--- src/ccp_pkg.sv ---
// Constants, field positions and carrier types for the capture/compare control block.
// Assumes one module clock; register offsets are byte addresses on an AXI4-Lite bus.
package ccp_pkg;

	// ==========================================================
	// Register byte offsets.
	localparam logic [7:0] OFS_STEER = 8'h00;
	localparam logic [7:0] OFS_DT    = 8'h04;
	localparam logic [7:0] OFS_MODE  = 8'h08;
	localparam logic [7:0] OFS_STAT  = 8'h0c;
	localparam logic [7:0] OFS_TRIG  = 8'h10;
	localparam logic [7:0] OFS_RST   = 8'h14;

	// ==========================================================
	// Reset values and writable-bit masks.
	localparam logic [15:0] RST_STEER  = 16'h0100;
	localparam logic [15:0] RST_ZERO   = 16'h0000;
	localparam logic [15:0] MASK_STEER = 16'hbfdf;
	localparam logic [15:0] MASK_DT    = 16'h003f;
	localparam logic [15:0] MASK_MODE  = 16'hf73f;
	localparam logic [15:0] MASK_TRIG  = 16'h00c0;
	localparam logic [15:0] MASK_RST   = 16'h8000;

	// ==========================================================
	// Field positions.
	localparam int B_OE_SYNC = 15;
	localparam int B_STEER   = 8;
	localparam int B_GATE    = 6;
	localparam int B_AUX     = 3;
	localparam int B_SRC     = 0;
	localparam int B_HOLD    = 15;
	localparam int B_OSC     = 12;
	localparam int B_OUTPUT_MODE_SELECT    = 8;
	localparam int B_POL1    = 5;
	localparam int B_POL2    = 4;
	localparam int B_PSS1    = 2;
	localparam int B_PSS2    = 0;
	localparam int B_ARM     = 10;
	localparam int B_TSTAT   = 7;
	localparam int B_TSET    = 6;
	localparam int B_TCLR    = 5;
	localparam int B_SHD     = 4;
	localparam int B_CMP     = 3;
	localparam int B_DIS     = 2;
	localparam int B_OVF     = 1;
	localparam int B_BNE     = 0;
	localparam int B_TRIGGER_MODE_ENABLE  = 7;
	localparam int B_ONE_SHOT_ENABLE = 6;
	localparam int B_RSEN    = 15;

	// ==========================================================
	// Mode codes.
	localparam logic [1:0] GATE_LEVEL = 2'b00;
	localparam logic [1:0] GATE_RISE  = 2'b01;
	localparam logic [1:0] GATE_FALL  = 2'b10;
	localparam logic [1:0] AUX_OFF    = 2'b00;
	localparam logic [1:0] AUX_ROLL   = 2'b01;
	localparam logic [1:0] AUX_MODE   = 2'b10;
	localparam logic [1:0] AUX_EVT    = 2'b11;
	localparam logic [2:0] OUTPUT_MODE_SELECT_SINGLE = 3'b000;
	localparam logic [2:0] OUTPUT_MODE_SELECT_PUSH   = 3'b001;
	localparam logic [2:0] OUTPUT_MODE_SELECT_HALF   = 3'b010;
	localparam logic [2:0] OUTPUT_MODE_SELECT_REV    = 3'b100;
	localparam logic [2:0] OUTPUT_MODE_SELECT_FWD    = 3'b101;
	localparam logic [2:0] OUTPUT_MODE_SELECT_SCAN   = 3'b110;
	localparam logic [2:0] SCAN_LAST   = 3'h5;
	localparam logic [1:0] RESP_OKAY   = 2'b00;
	localparam logic [1:0] RESP_SLVERR = 2'b10;

	// ==========================================================
	// Carrier types.
	typedef struct packed {
		logic       shutdown_in;
		logic       gate_src;
		logic [1:0] logic_cell;
		logic [2:0] comparator;
		logic       capture_input_pin;
	} ccp_src_s;

	typedef struct packed {
		logic tb_rollover;
		logic hw_trigger;
		logic pwm_raw;
		logic mode_signal;
		logic timer_mode;
		logic single_edge_cmp;
		logic cap_fifo_overflow;
		logic cap_buf_not_empty;
	} ccp_evt_s;

	typedef struct packed {
		logic [5:0] level;
		logic [5:0] oe;
	} ccp_pins_s;

endpackage

--- src/ccp_sync2.sv ---
// Two-flop synchroniser for a vector of unrelated asynchronous levels.
// Assumes each bit is a slow level; no bus coherency is kept across bits.
`timescale 1ns/10ps
module ccp_sync2 #(
	parameter int W = 8
) (
	// Clock and reset.
	input  wire logic         aclk,
	input  wire logic         aresetn,
	// Levels.
	input  wire logic [W-1:0] async_in,
	output logic      [W-1:0] sync_out
);

	logic [W-1:0] meta_q;

	// The first stage feeds only the second stage.
	always_ff @(posedge aclk)
	begin
		if (!aresetn)
		begin
			meta_q   <= '0;
			sync_out <= '0;
		end
		else
		begin
			meta_q   <= async_in;
			sync_out <= meta_q;
		end
	end

endmodule

--- src/ccp_ctrl.sv ---
// Capture/compare output steering, gating, trigger and status control with an AXI4-Lite slave.
// Assumes a time base, compare and capture datapath outside supplying events on the same clock.
//
// What this block does
// Sync bit defers steering enables to rollover.
// Steering enable gives module the pin.
// Gating mode 00 follows source level.
// Modes 01/10: rise clears, fall sets disable.
// Aux output select picks event source.
// Capture source select chooses pin/comparator/cell.
// Dead time blanks complementary outputs N periods.
// Dead time, mode, group two: first instance.
// Hold outputs off until triggered.
// One-shot lasts count plus one periods.
// Output mode field selects pin pattern.
// Group polarity bits invert outputs.
// Shutdown state drives active, inactive, tristate.
// Gate arm write arms one-shot gating.
// Trigger status shows triggered running timer.
// Trigger set request triggers timer.
// Trigger clear request cancels trigger.
// Shutdown flag set during shutdown.
// Compare flag sticky until cleared.
// Disable flag blocks capture events.
// Overflow flag sticky until cleared.
// Buffer-not-empty follows buffer level.
// Trigger mode enable gates triggered operation.
// One-shot enable makes trigger one-shot.
// Restart enable auto-clears shutdown flag.
// Software clears flags by writing zero.
//
// Added by the designer: the AXI4-Lite slave port and the address map.
`timescale 1ns/10ps
module ccp_ctrl
	import ccp_pkg::*;
#(
	parameter bit FIRST_INSTANCE = 1'b1
) (
	// Clock and reset.
	input  wire logic       aclk,
	input  wire logic       aresetn,
	// AXI4-Lite write channels.
	input  wire logic [7:0]  s_axi_awaddr,
	input  wire logic        s_axi_awvalid,
	output logic             s_axi_awready,
	input  wire logic [31:0] s_axi_wdata,
	input  wire logic [3:0]  s_axi_wstrb,
	input  wire logic        s_axi_wvalid,
	output logic             s_axi_wready,
	output logic [1:0]       s_axi_bresp,
	output logic             s_axi_bvalid,
	input  wire logic        s_axi_bready,
	// AXI4-Lite read channels.
	input  wire logic [7:0]  s_axi_araddr,
	input  wire logic        s_axi_arvalid,
	output logic             s_axi_arready,
	output logic [31:0]      s_axi_rdata,
	output logic [1:0]       s_axi_rresp,
	output logic             s_axi_rvalid,
	input  wire logic        s_axi_rready,
	// Asynchronous pins and internal events.
	input  wire ccp_src_s    src,
	input  wire ccp_evt_s    evt,
	// Pin and event outputs.
	output ccp_pins_s        pins,
	output logic             cap_event,
	output logic             aux_out,
	output logic             trigger_status,
	output logic             tb_run
);

	// ==========================================================
	// Helpers.
	function automatic logic ofs_hit(input logic [7:0] a);
		ofs_hit = (a == OFS_STEER) || (a == OFS_DT) || (a == OFS_MODE) ||
			(a == OFS_STAT) || (a == OFS_TRIG) || (a == OFS_RST);
	endfunction

	function automatic logic [15:0] merge(input logic [15:0] old, input logic [15:0] dat,
		input logic [15:0] lanes, input logic [15:0] mask);
		merge = ((old & ~lanes) | (dat & lanes)) & mask;
	endfunction

	// ==========================================================
	// State.
	logic [15:0] steer_q;
	logic [15:0] dt_q;
	logic [15:0] mode_q;
	logic [15:0] trig_q;
	logic [15:0] rst_q;
	logic        aw_q;
	logic        w_q;
	logic [7:0]  awaddr_q;
	logic [15:0] wdata_q;
	logic [15:0] lanes_q;
	logic        bvalid_q;
	logic [1:0]  bresp_q;
	logic        rvalid_q;
	logic [1:0]  rresp_q;
	logic [31:0] rdata_q;
	logic [5:0]  steer_act_q;
	logic        armed_q;
	logic        cap_dis_q;
	logic        gate_prev_q;
	logic        sel_prev_q;
	logic        triggered_q;
	logic [2:0]  os_cnt_q;
	logic        shd_q;
	logic        cmp_q;
	logic        ovf_q;
	logic        pwm_prev_q;
	logic [5:0]  dt_cnt_q;
	logic        pp_q;
	logic [2:0]  scan_q;
	logic        cap_event_q;
	logic        aux_q;
	ccp_pins_s   pins_q;
	ccp_src_s    sync;

	// ==========================================================
	// Pin inputs pass two flops.
	ccp_sync2 #(.W($bits(ccp_src_s))) u_sync (
		.aclk     (aclk),
		.aresetn  (aresetn),
		.async_in (src),
		.sync_out (sync)
	);

	// ==========================================================
	// Bus handshakes and decoded write strobes.
	logic        commit;
	logic        wr_steer, wr_dt, wr_mode, wr_stat, wr_trig, wr_rst;
	logic [15:0] wr1;
	logic [15:0] wr0;

	assign s_axi_awready = !aw_q && !bvalid_q;
	assign s_axi_wready  = !w_q && !bvalid_q;
	assign s_axi_arready = !rvalid_q;
	assign s_axi_bvalid  = bvalid_q;
	assign s_axi_bresp   = bresp_q;
	assign s_axi_rvalid  = rvalid_q;
	assign s_axi_rresp   = rresp_q;
	assign s_axi_rdata   = rdata_q;
	assign commit   = aw_q && w_q;
	assign wr_steer = commit && (awaddr_q == OFS_STEER);
	assign wr_dt    = commit && (awaddr_q == OFS_DT) && FIRST_INSTANCE;
	assign wr_mode  = commit && (awaddr_q == OFS_MODE);
	assign wr_stat  = commit && (awaddr_q == OFS_STAT);
	assign wr_trig  = commit && (awaddr_q == OFS_TRIG);
	assign wr_rst   = commit && (awaddr_q == OFS_RST);
	assign wr1 = {16{wr_stat}} & wdata_q & lanes_q;
	assign wr0 = {16{wr_stat}} & ~wdata_q & lanes_q;

	// Write address and data are caught in either order; the response follows both.
	always_ff @(posedge aclk)
	begin
		if (!aresetn)
		begin
			aw_q     <= 1'b0;
			w_q      <= 1'b0;
			awaddr_q <= 8'h00;
			wdata_q  <= 16'h0000;
			lanes_q  <= 16'h0000;
			bvalid_q <= 1'b0;
			bresp_q  <= RESP_OKAY;
		end
		else
		begin
			if (s_axi_awvalid && s_axi_awready)
			begin
				aw_q     <= 1'b1;
				awaddr_q <= {s_axi_awaddr[7:2], 2'b00};
			end
			if (s_axi_wvalid && s_axi_wready)
			begin
				w_q     <= 1'b1;
				wdata_q <= s_axi_wdata[15:0];
				lanes_q <= {{8{s_axi_wstrb[1]}}, {8{s_axi_wstrb[0]}}};
			end
			if (commit)
			begin
				aw_q     <= 1'b0;
				w_q      <= 1'b0;
				bvalid_q <= 1'b1;
				bresp_q  <= ofs_hit(awaddr_q) ? RESP_OKAY : RESP_SLVERR;
			end
			else if (bvalid_q && s_axi_bready)
				bvalid_q <= 1'b0;
		end
	end

	// Read data is sampled on the same edge that takes the address.
	always_ff @(posedge aclk)
	begin
		if (!aresetn)
		begin
			rvalid_q <= 1'b0;
			rresp_q  <= RESP_OKAY;
			rdata_q  <= 32'h0000_0000;
		end
		else if (s_axi_arvalid && s_axi_arready)
		begin
			rvalid_q <= 1'b1;
			rresp_q  <= ofs_hit({s_axi_araddr[7:2], 2'b00}) ? RESP_OKAY : RESP_SLVERR;
			rdata_q  <= 32'h0000_0000;
			if ({s_axi_araddr[7:2], 2'b00} == OFS_STEER)
				rdata_q[15:0] <= steer_q;
			else if ({s_axi_araddr[7:2], 2'b00} == OFS_DT)
				rdata_q[15:0] <= dt_q;
			else if ({s_axi_araddr[7:2], 2'b00} == OFS_MODE)
				rdata_q[15:0] <= mode_q;
			else if ({s_axi_araddr[7:2], 2'b00} == OFS_STAT)
				rdata_q[15:0] <= {8'h00, triggered_q, 2'b00, shd_q, cmp_q, cap_dis_q, ovf_q,
					evt.cap_buf_not_empty};
			else if ({s_axi_araddr[7:2], 2'b00} == OFS_TRIG)
				rdata_q[15:0] <= trig_q;
			else if ({s_axi_araddr[7:2], 2'b00} == OFS_RST)
				rdata_q[15:0] <= rst_q;
		end
		else if (rvalid_q && s_axi_rready)
			rvalid_q <= 1'b0;
	end

	// ==========================================================
	// Control registers; later-instance fields stay zero.
	logic [15:0] mode_mask;
	assign mode_mask = FIRST_INSTANCE ? MASK_MODE : (MASK_MODE & 16'hf02c);

	always_ff @(posedge aclk)
	begin
		if (!aresetn)
		begin
			steer_q <= RST_STEER;
			dt_q    <= RST_ZERO;
			mode_q  <= RST_ZERO;
			trig_q  <= RST_ZERO;
			rst_q   <= RST_ZERO;
		end
		else
		begin
			if (wr_steer)
				steer_q <= merge(steer_q, wdata_q, lanes_q, MASK_STEER);
			if (wr_dt)
				dt_q <= merge(dt_q, wdata_q, lanes_q, MASK_DT);
			if (wr_mode)
				mode_q <= merge(mode_q, wdata_q, lanes_q, mode_mask);
			if (wr_trig)
				trig_q <= merge(trig_q, wdata_q, lanes_q, MASK_TRIG);
			if (wr_rst)
				rst_q <= merge(rst_q, wdata_q, lanes_q, MASK_RST);
		end
	end

	// Steering enables update at once or on the next rollover.
	always_ff @(posedge aclk)
	begin
		if (!aresetn)
			steer_act_q <= RST_STEER[13:8];
		else if (!steer_q[B_OE_SYNC] || evt.tb_rollover)
			steer_act_q <= steer_q[B_STEER +: 6];
	end

	// ==========================================================
	// Capture gating and capture events.
	logic [1:0] gate_mode;
	logic       gate_rise;
	logic       gate_fall;
	logic [2:0] src_sel;
	logic       cap_src;

	assign gate_mode = steer_q[B_GATE +: 2];
	assign gate_rise = sync.gate_src && !gate_prev_q;
	assign gate_fall = !sync.gate_src && gate_prev_q;
	assign src_sel   = steer_q[B_SRC +: 3];

	// Source select; reserved codes give no source.
	always_comb
	begin
		case (src_sel)
			3'b000:  cap_src = sync.capture_input_pin;
			3'b001:  cap_src = sync.comparator[0];
			3'b010:  cap_src = sync.comparator[1];
			3'b011:  cap_src = sync.comparator[2];
			3'b100:  cap_src = sync.logic_cell[0];
			3'b101:  cap_src = sync.logic_cell[1];
			default: cap_src = 1'b0;
		endcase
	end

	// Arm, disable flag and event edge; a hardware set beats a software clear.
	always_ff @(posedge aclk)
	begin
		if (!aresetn)
		begin
			armed_q     <= 1'b0;
			cap_dis_q   <= 1'b0;
			gate_prev_q <= 1'b0;
			sel_prev_q  <= 1'b0;
			cap_event_q <= 1'b0;
		end
		else
		begin
			gate_prev_q <= sync.gate_src;
			sel_prev_q  <= cap_src;
			cap_event_q <= cap_src && !sel_prev_q && !cap_dis_q;
			if (wr0[B_DIS])
				cap_dis_q <= 1'b0;
			if (wr1[B_ARM] && (gate_mode == GATE_RISE || gate_mode == GATE_FALL))
				armed_q <= 1'b1;
			if (gate_mode == GATE_LEVEL)
				cap_dis_q <= !sync.gate_src;
			else if (armed_q && gate_mode == GATE_RISE && gate_rise)
			begin
				cap_dis_q <= 1'b0;
				armed_q   <= 1'b0;
			end
			else if (armed_q && gate_mode == GATE_FALL && gate_fall)
			begin
				cap_dis_q <= 1'b1;
				armed_q   <= 1'b0;
			end
		end
	end

	// ==========================================================
	// Trigger and one-shot length.
	logic trig_en;
	logic trig_set;
	assign trig_en  = trig_q[B_TRIGGER_MODE_ENABLE];
	assign trig_set = trig_en && (wr1[B_TSET] || evt.hw_trigger);

	always_ff @(posedge aclk)
	begin
		if (!aresetn)
		begin
			triggered_q <= 1'b0;
			os_cnt_q    <= 3'h0;
		end
		else if (!trig_en)
			triggered_q <= 1'b0;
		else if (trig_set)
		begin
			triggered_q <= 1'b1;
			os_cnt_q    <= 3'h0;
		end
		else if (wr1[B_TCLR])
			triggered_q <= 1'b0;
		else if (triggered_q && trig_q[B_ONE_SHOT_ENABLE] && evt.tb_rollover)
		begin
			if (os_cnt_q == mode_q[B_OSC +: 3])
				triggered_q <= 1'b0;
			else
				os_cnt_q <= os_cnt_q + 3'h1;
		end
	end

	assign trigger_status = triggered_q;
	assign tb_run = !trig_en || triggered_q;

	// ==========================================================
	// Sticky status flags; set beats clear.
	always_ff @(posedge aclk)
	begin
		if (!aresetn)
		begin
			shd_q <= 1'b0;
			cmp_q <= 1'b0;
			ovf_q <= 1'b0;
		end
		else
		begin
			if (wr0[B_SHD] || (rst_q[B_RSEN] && evt.tb_rollover && !sync.shutdown_in))
				shd_q <= 1'b0;
			if (sync.shutdown_in)
				shd_q <= 1'b1;
			if (wr0[B_CMP])
				cmp_q <= 1'b0;
			if (evt.single_edge_cmp)
				cmp_q <= 1'b1;
			if (wr0[B_OVF])
				ovf_q <= 1'b0;
			if (evt.cap_fifo_overflow)
				ovf_q <= 1'b1;
		end
	end

	// ==========================================================
	// Output patterns: dead time, push-pull phase and scan position.
	logic       dt_busy;
	logic [2:0] output_mode_select;
	logic [5:0] act;
	logic [5:0] pol;
	logic       hold;

	assign dt_busy = (dt_cnt_q != 6'h00) || ((evt.pwm_raw != pwm_prev_q) && (dt_q[5:0] != 6'h00));
	assign output_mode_select    = mode_q[B_OUTPUT_MODE_SELECT +: 3];
	assign pol     = {3{mode_q[B_POL2], mode_q[B_POL1]}};
	assign hold    = mode_q[B_HOLD] && trig_en && !triggered_q;

	always_ff @(posedge aclk)
	begin
		if (!aresetn)
		begin
			pwm_prev_q <= 1'b0;
			dt_cnt_q   <= 6'h00;
			pp_q       <= 1'b0;
			scan_q     <= 3'h0;
		end
		else
		begin
			pwm_prev_q <= evt.pwm_raw;
			if (evt.pwm_raw != pwm_prev_q && dt_q[5:0] != 6'h00)
				dt_cnt_q <= dt_q[5:0] - 6'h01;
			else if (dt_cnt_q != 6'h00)
				dt_cnt_q <= dt_cnt_q - 6'h01;
			if (evt.tb_rollover)
			begin
				pp_q   <= !pp_q;
				scan_q <= (scan_q == SCAN_LAST) ? 3'h0 : scan_q + 3'h1;
			end
		end
	end

	// Logical (active-high) pin pattern per output mode.
	always_comb
	begin
		act = 6'h00;
		case (output_mode_select)
			OUTPUT_MODE_SELECT_SINGLE: act = {6{evt.pwm_raw}};
			OUTPUT_MODE_SELECT_PUSH:   act = {4'h0, evt.pwm_raw && !pp_q, evt.pwm_raw && pp_q};
			OUTPUT_MODE_SELECT_HALF:   act = {4'h0, !evt.pwm_raw && !dt_busy, evt.pwm_raw && !dt_busy};
			OUTPUT_MODE_SELECT_REV:    act = {3'h0, evt.pwm_raw, 1'b1, 1'b0};
			OUTPUT_MODE_SELECT_FWD:    act = {2'h0, evt.pwm_raw, 2'h0, 1'b1};
			OUTPUT_MODE_SELECT_SCAN:   act = (6'h01 << scan_q) & {6{evt.pwm_raw}};
			default:     act = 6'h00;
		endcase
	end

	// Pin drive with polarity, shutdown state, hold and steering.
	always_ff @(posedge aclk)
	begin
		if (!aresetn)
			pins_q <= '0;
		else
		begin
			for (int i = 0; i < 6; i++)
			begin
				logic [1:0] pss;
				pss = (i % 2 == 0) ? mode_q[B_PSS1 +: 2] : mode_q[B_PSS2 +: 2];
				pins_q.level[i] <= act[i] ^ pol[i];
				pins_q.oe[i]    <= steer_act_q[i] && !hold;
				if (shd_q)
				begin
					pins_q.level[i] <= pss[0] ^ pol[i];
					if (!pss[1])
						pins_q.oe[i] <= 1'b0;
				end
			end
		end
	end

	assign pins      = pins_q;
	assign cap_event = cap_event_q;

	// ==========================================================
	// Auxiliary output event.
	always_ff @(posedge aclk)
	begin
		if (!aresetn)
			aux_q <= 1'b0;
		else
		begin
			case (steer_q[B_AUX +: 2])
				AUX_ROLL: aux_q <= evt.tb_rollover;
				AUX_MODE: aux_q <= evt.mode_signal;
				AUX_EVT:  aux_q <= !evt.timer_mode && (cap_event_q || evt.single_edge_cmp);
				default:  aux_q <= 1'b0;
			endcase
		end
	end

	assign aux_out = aux_q;

endmodule

--- config.mk ---
export PLATFORM = sky130hd
export DESIGN_NAME = ccp_ctrl
export DESIGN_NICKNAME = d
export VERILOG_FILES = /design/src/ccp_pkg.sv /design/src/ccp_sync2.sv /design/src/ccp_ctrl.sv
export SDC_FILE = /design/constraint.sdc
export NUM_CORES = 1
export LEC_CHECK = 0
export ABC_CLOCK_PERIOD_IN_PS = 2600
export BUFFER_PORTS_ARGS = -buffer_cell sky130_fd_sc_hd__buf_2
export CORE_MARGIN = 2
export CORE_UTILIZATION = 25
export DETAILED_ROUTE_END_ITERATION = 10
export PLACE_DENSITY_LB_ADDON = 0.05
export SLEW_MARGIN = 40
export SYNTH_ARGS = -nofsm -noshare
export SYNTH_HDL_FRONTEND = slang
export SYNTH_SLANG_ARGS = --single-unit
--- constraint.sdc ---
create_clock -name aclk -period 2.6 [get_ports aclk]
set_clock_uncertainty 0.1 [all_clocks]
set_input_delay 0.26 -clock aclk [delete_from_list [all_inputs] [get_ports aclk]]
set_output_delay 0.26 -clock aclk [all_outputs]
set_load 0.01 [all_outputs]
==> results.sh <==
export IMPL_outcome="finished clean"
export IMPL_powerDensity_nw_per_um2=691
export IMPL_power_static_leakage_nw=3.26
export IMPL_p_int_mw=3.83
export IMPL_cap_violations=0
export IMPL_grt_max_degree=100
export IMPL_cts_clk_slew_worst_paths_ns=0.06
export IMPL_rows=56
export IMPL_drt_total_wl_um=16800
export IMPL_drt_iter0_drc=186
export IMPL_synth_area_per_cell_sq_um=8.93
export IMPL_post_cts_buffers=0
export IMPL_ant_nets=0
export IMPL_ys_async_sr_fraction=0
export IMPL_die_w_um=157
export IMPL_synthCells=659
export IMPL_cp_depth=6
export IMPL_start_util=0.253
export IMPL_power_frac_clock=0.453
export IMPL_die_area_sq_um=24800
export IMPL_setup_viol=0
export IMPL_stdcell_count=1119
export IMPL_crit_slowest_cell="or4_4"
export IMPL_worst_slack_ns=0.316
export IMPL_via_count=4908
export IMPL_synth_seq_cells=140
export IMPL_seq_area_frac_synth=0.476
export IMPL_placed_area_sq_um=6660
export IMPL_critPathLaunchType="register"
export IMPL_r2r_end="dt_cnt_q[4]$_SDFFE_PN0P_"
export IMPL_crit_buf_inv=0
export IMPL_clock_sinks=140
export IMPL_antenna_found_initial=0
export IMPL_clockBufferDepth=2
export IMPL_synth_edff_count=0
export IMPL_end_kind="register"
export IMPL_drt_vias_per_instance=4.39
export IMPL_drc=0
export IMPL_core_sq_um=23300
export IMPL_rr_worst_depth=6
export IMPL_slowest_delay_ns=0.56
export IMPL_grt_total_usage=0.139
export IMPL_cts_resized=0
export IMPL_cp_arrival_ns=2.52
export IMPL_yosys_warnings=0
export IMPL_fmax_ghz=0.438
export IMPL_drive_gt1_frac=0.196
export IMPL_power_mw=5.25
export IMPL_drt_pass1_iter_count=4
export IMPL_p_switching_mw=1.42
export IMPL_hold_slack_ns=0.0270
export IMPL_h_tree_depth=4
export IMPL_routedWlPerCell_um=15.0
export IMPL_r2r_slack_ns=0.32
export IMPL_port_buffers=91
export IMPL_clockRootBuffer="clkbuf_16"
export IMPL_final_hold_viol_count=0
export IMPL_post_route_period_util=0.879
export IMPL_cts_tree="done"
export IMPL_cpLargestDelayFamily="compound AO/OA/AOI/OAI gates"
export IMPL_dp_hpwl_um=11900
export IMPL_worst_slew_pin_slew_ns=0.721
export IMPL_grt_pass1_wl_um=26100
export IMPL_critPathCapture="dt_cnt_q[4]$_SDFFE_PN0P_"
export IMPL_fin_area_sq_um=7600
export IMPL_ys_types=53
export IMPL_rsz0062_at_grt="false"
export IMPL_power_frac_seq=0.443
export IMPL_gp_congestion=0.735
export IMPL_maxSlewHeadroom=0.514
export IMPL_worstPathCellList="or4_4 > o31a_1 > mux2i_1 > ha_1 > a31oi_1 > a211oi_1"
export IMPL_setup_tns_ns=0
export IMPL_criticalPathCategory="reg2reg"
export IMPL_cp_max_fo=11
export IMPL_synthFlopType="dfxtp_1"
export IMPL_nets=868
export IMPL_netlist_area_sq_um=5890
export IMPL_combinationalPowerShare=0.103
export IMPL_utilization=0.327
export IMPL_fin_crit_ns=2.28
export IMPL_drv_slew=0
export IMPL_cts_buffers=17
export IMPL_clk_latency_ns=0.42
export IMPL_post_place_ws_ns=0.320
export IMPL_swShare=0.271
export IMPL_dp_cells=1051
export IMPL_crit_required_ns=2.83
export IMPL_die_height_um=157
export IMPL_antenna_cells=0
export IMPL_holdCritPathClass="in2reg"
export IMPL_ir_worst_vdd_mv=0.306
export IMPL_syn_to_final_growth_pct=29.1
export IMPL_grt_pass1_vias=4708
export IMPL_overflow=0
export IMPL_io_pins=132
## worst min-delay path: stages
cell and delay (ns):
buf_2 0.11, nor2_1 0.08, a211oi_1 0.05
## metal layers
layer | share of wire | vias up | GRT usage
li1 | - | 2495 | -
met1 | 0.48 | 2313 | 0.182
met2 | 0.48 | 89 | 0.231
met3 | 0.033 | 11 | 0.0240
met4 | 0.012 | 0 | 0.0442
met5 | 0 | - | 0
## layout by cell type (no fill, tap or decap), types with 7 or more instances in the layout
cell,synthesis,final
dfxtp_1,140,140
nor2_1,96,96
buf_2,0,91
nand2_1,75,74
a21oi_1,60,60
mux2i_1,46,46
dlygate4sd3_1,0,36
nand3_1,26,26
and2_1,24,23
conb_1,1,18
clkbuf_16,0,17
inv_1,16,16
o21ai_0,14,14
buf_4,18,11
nand2b_1,9,9
inv_6,0,8
xor2_1,7,7
mux2_2,7,7
a22oi_1,7,7
## power by group through the flow
stage / logic, mW / clock network [mW] / registers, mW
finish: 0.542 / 2.38 / 2.33
global route: 0.602 / 2.55 / 2.34
CTS: 0.548 / 2.47 / 2.33
detailed placement: 0.505 / 0 / 2.38
global placement: 0.503 / 0 / 2.37
floorplan: 0.364 / 0 / 2.35
## logic make-up after synthesis
kind of cell / count (synthesis) / synth area share
AOI/OAI and AO/OA: 112 / 0.114
buffers and inverters: 64 / 0.0536
and+or+nand+nor: 264 / 0.209
DFF: 140 / 0.476
adders and majority gates: 6 / 0.0128
muxes: 59 / 0.115
other: 1 / 0.000637
xor gates and xnor gates: 13 / 0.0193
## cell usage after synthesis, types with 5 or more instances
library cell,count,share of area
o21ai_0,14,0.012
nand3_1,26,0.022
xor2_1,7,0.010
a21oi_1,60,0.051
buf_4,18,0.023
nand2b_1,9,0.0096
nor3_1,5,0.0043
clkbuf_1,28,0.018
dfxtp_1,140,0.48
mux2_2,7,0.013
xnor2_1,6,0.0089
and2_1,24,0.026
a22oi_1,7,0.0089
mux2i_1,46,0.078
nand2_1,75,0.048
nor2_1,96,0.061
mux4_2,5,0.019
ha_1,6,0.013
a211oi_1,5,0.0064
inv_1,16,0.010
## final cells by class
cell class	count	area, sq um
clock buffers	17	425
multi-input cells	472	2840
repair buffers	139	918
well taps	319	399
clock inverters	15	149
inverters	17	63.8
flip-flops and latches	140	2800
fillers	2483	15700
## worst min path at each step
stage,startpoint,to,slack [ns],depth (start not counted)
4_1_cts,s_axi_arvalid,s_axi_rvalid$_SDFFE_PN0P_,0.003,3
5_1_grt,s_axi_arvalid,s_axi_rvalid$_SDFFE_PN0P_,0.06,3
3_5_place_dp,sel_prev_q$_SDFF_PN0_,cap_event$_SDFF_PN0_,0.29,1
2_1_floorplan,s_axi_rready,s_axi_rvalid$_SDFFE_PN0P_,0.26,1
3_3_place_gp,sel_prev_q$_SDFF_PN0_,cap_event$_SDFF_PN0_,0.29,1
6_report,s_axi_arvalid,s_axi_rvalid$_SDFFE_PN0P_,0.03,3
## repair_timing
item	in CTS	in global routing
hold buffers	36	0
setup endpoints to repair	0	0
endpoints found under the hold margin	36	0
Note: power is estimated with default switching activity, not from simulation.
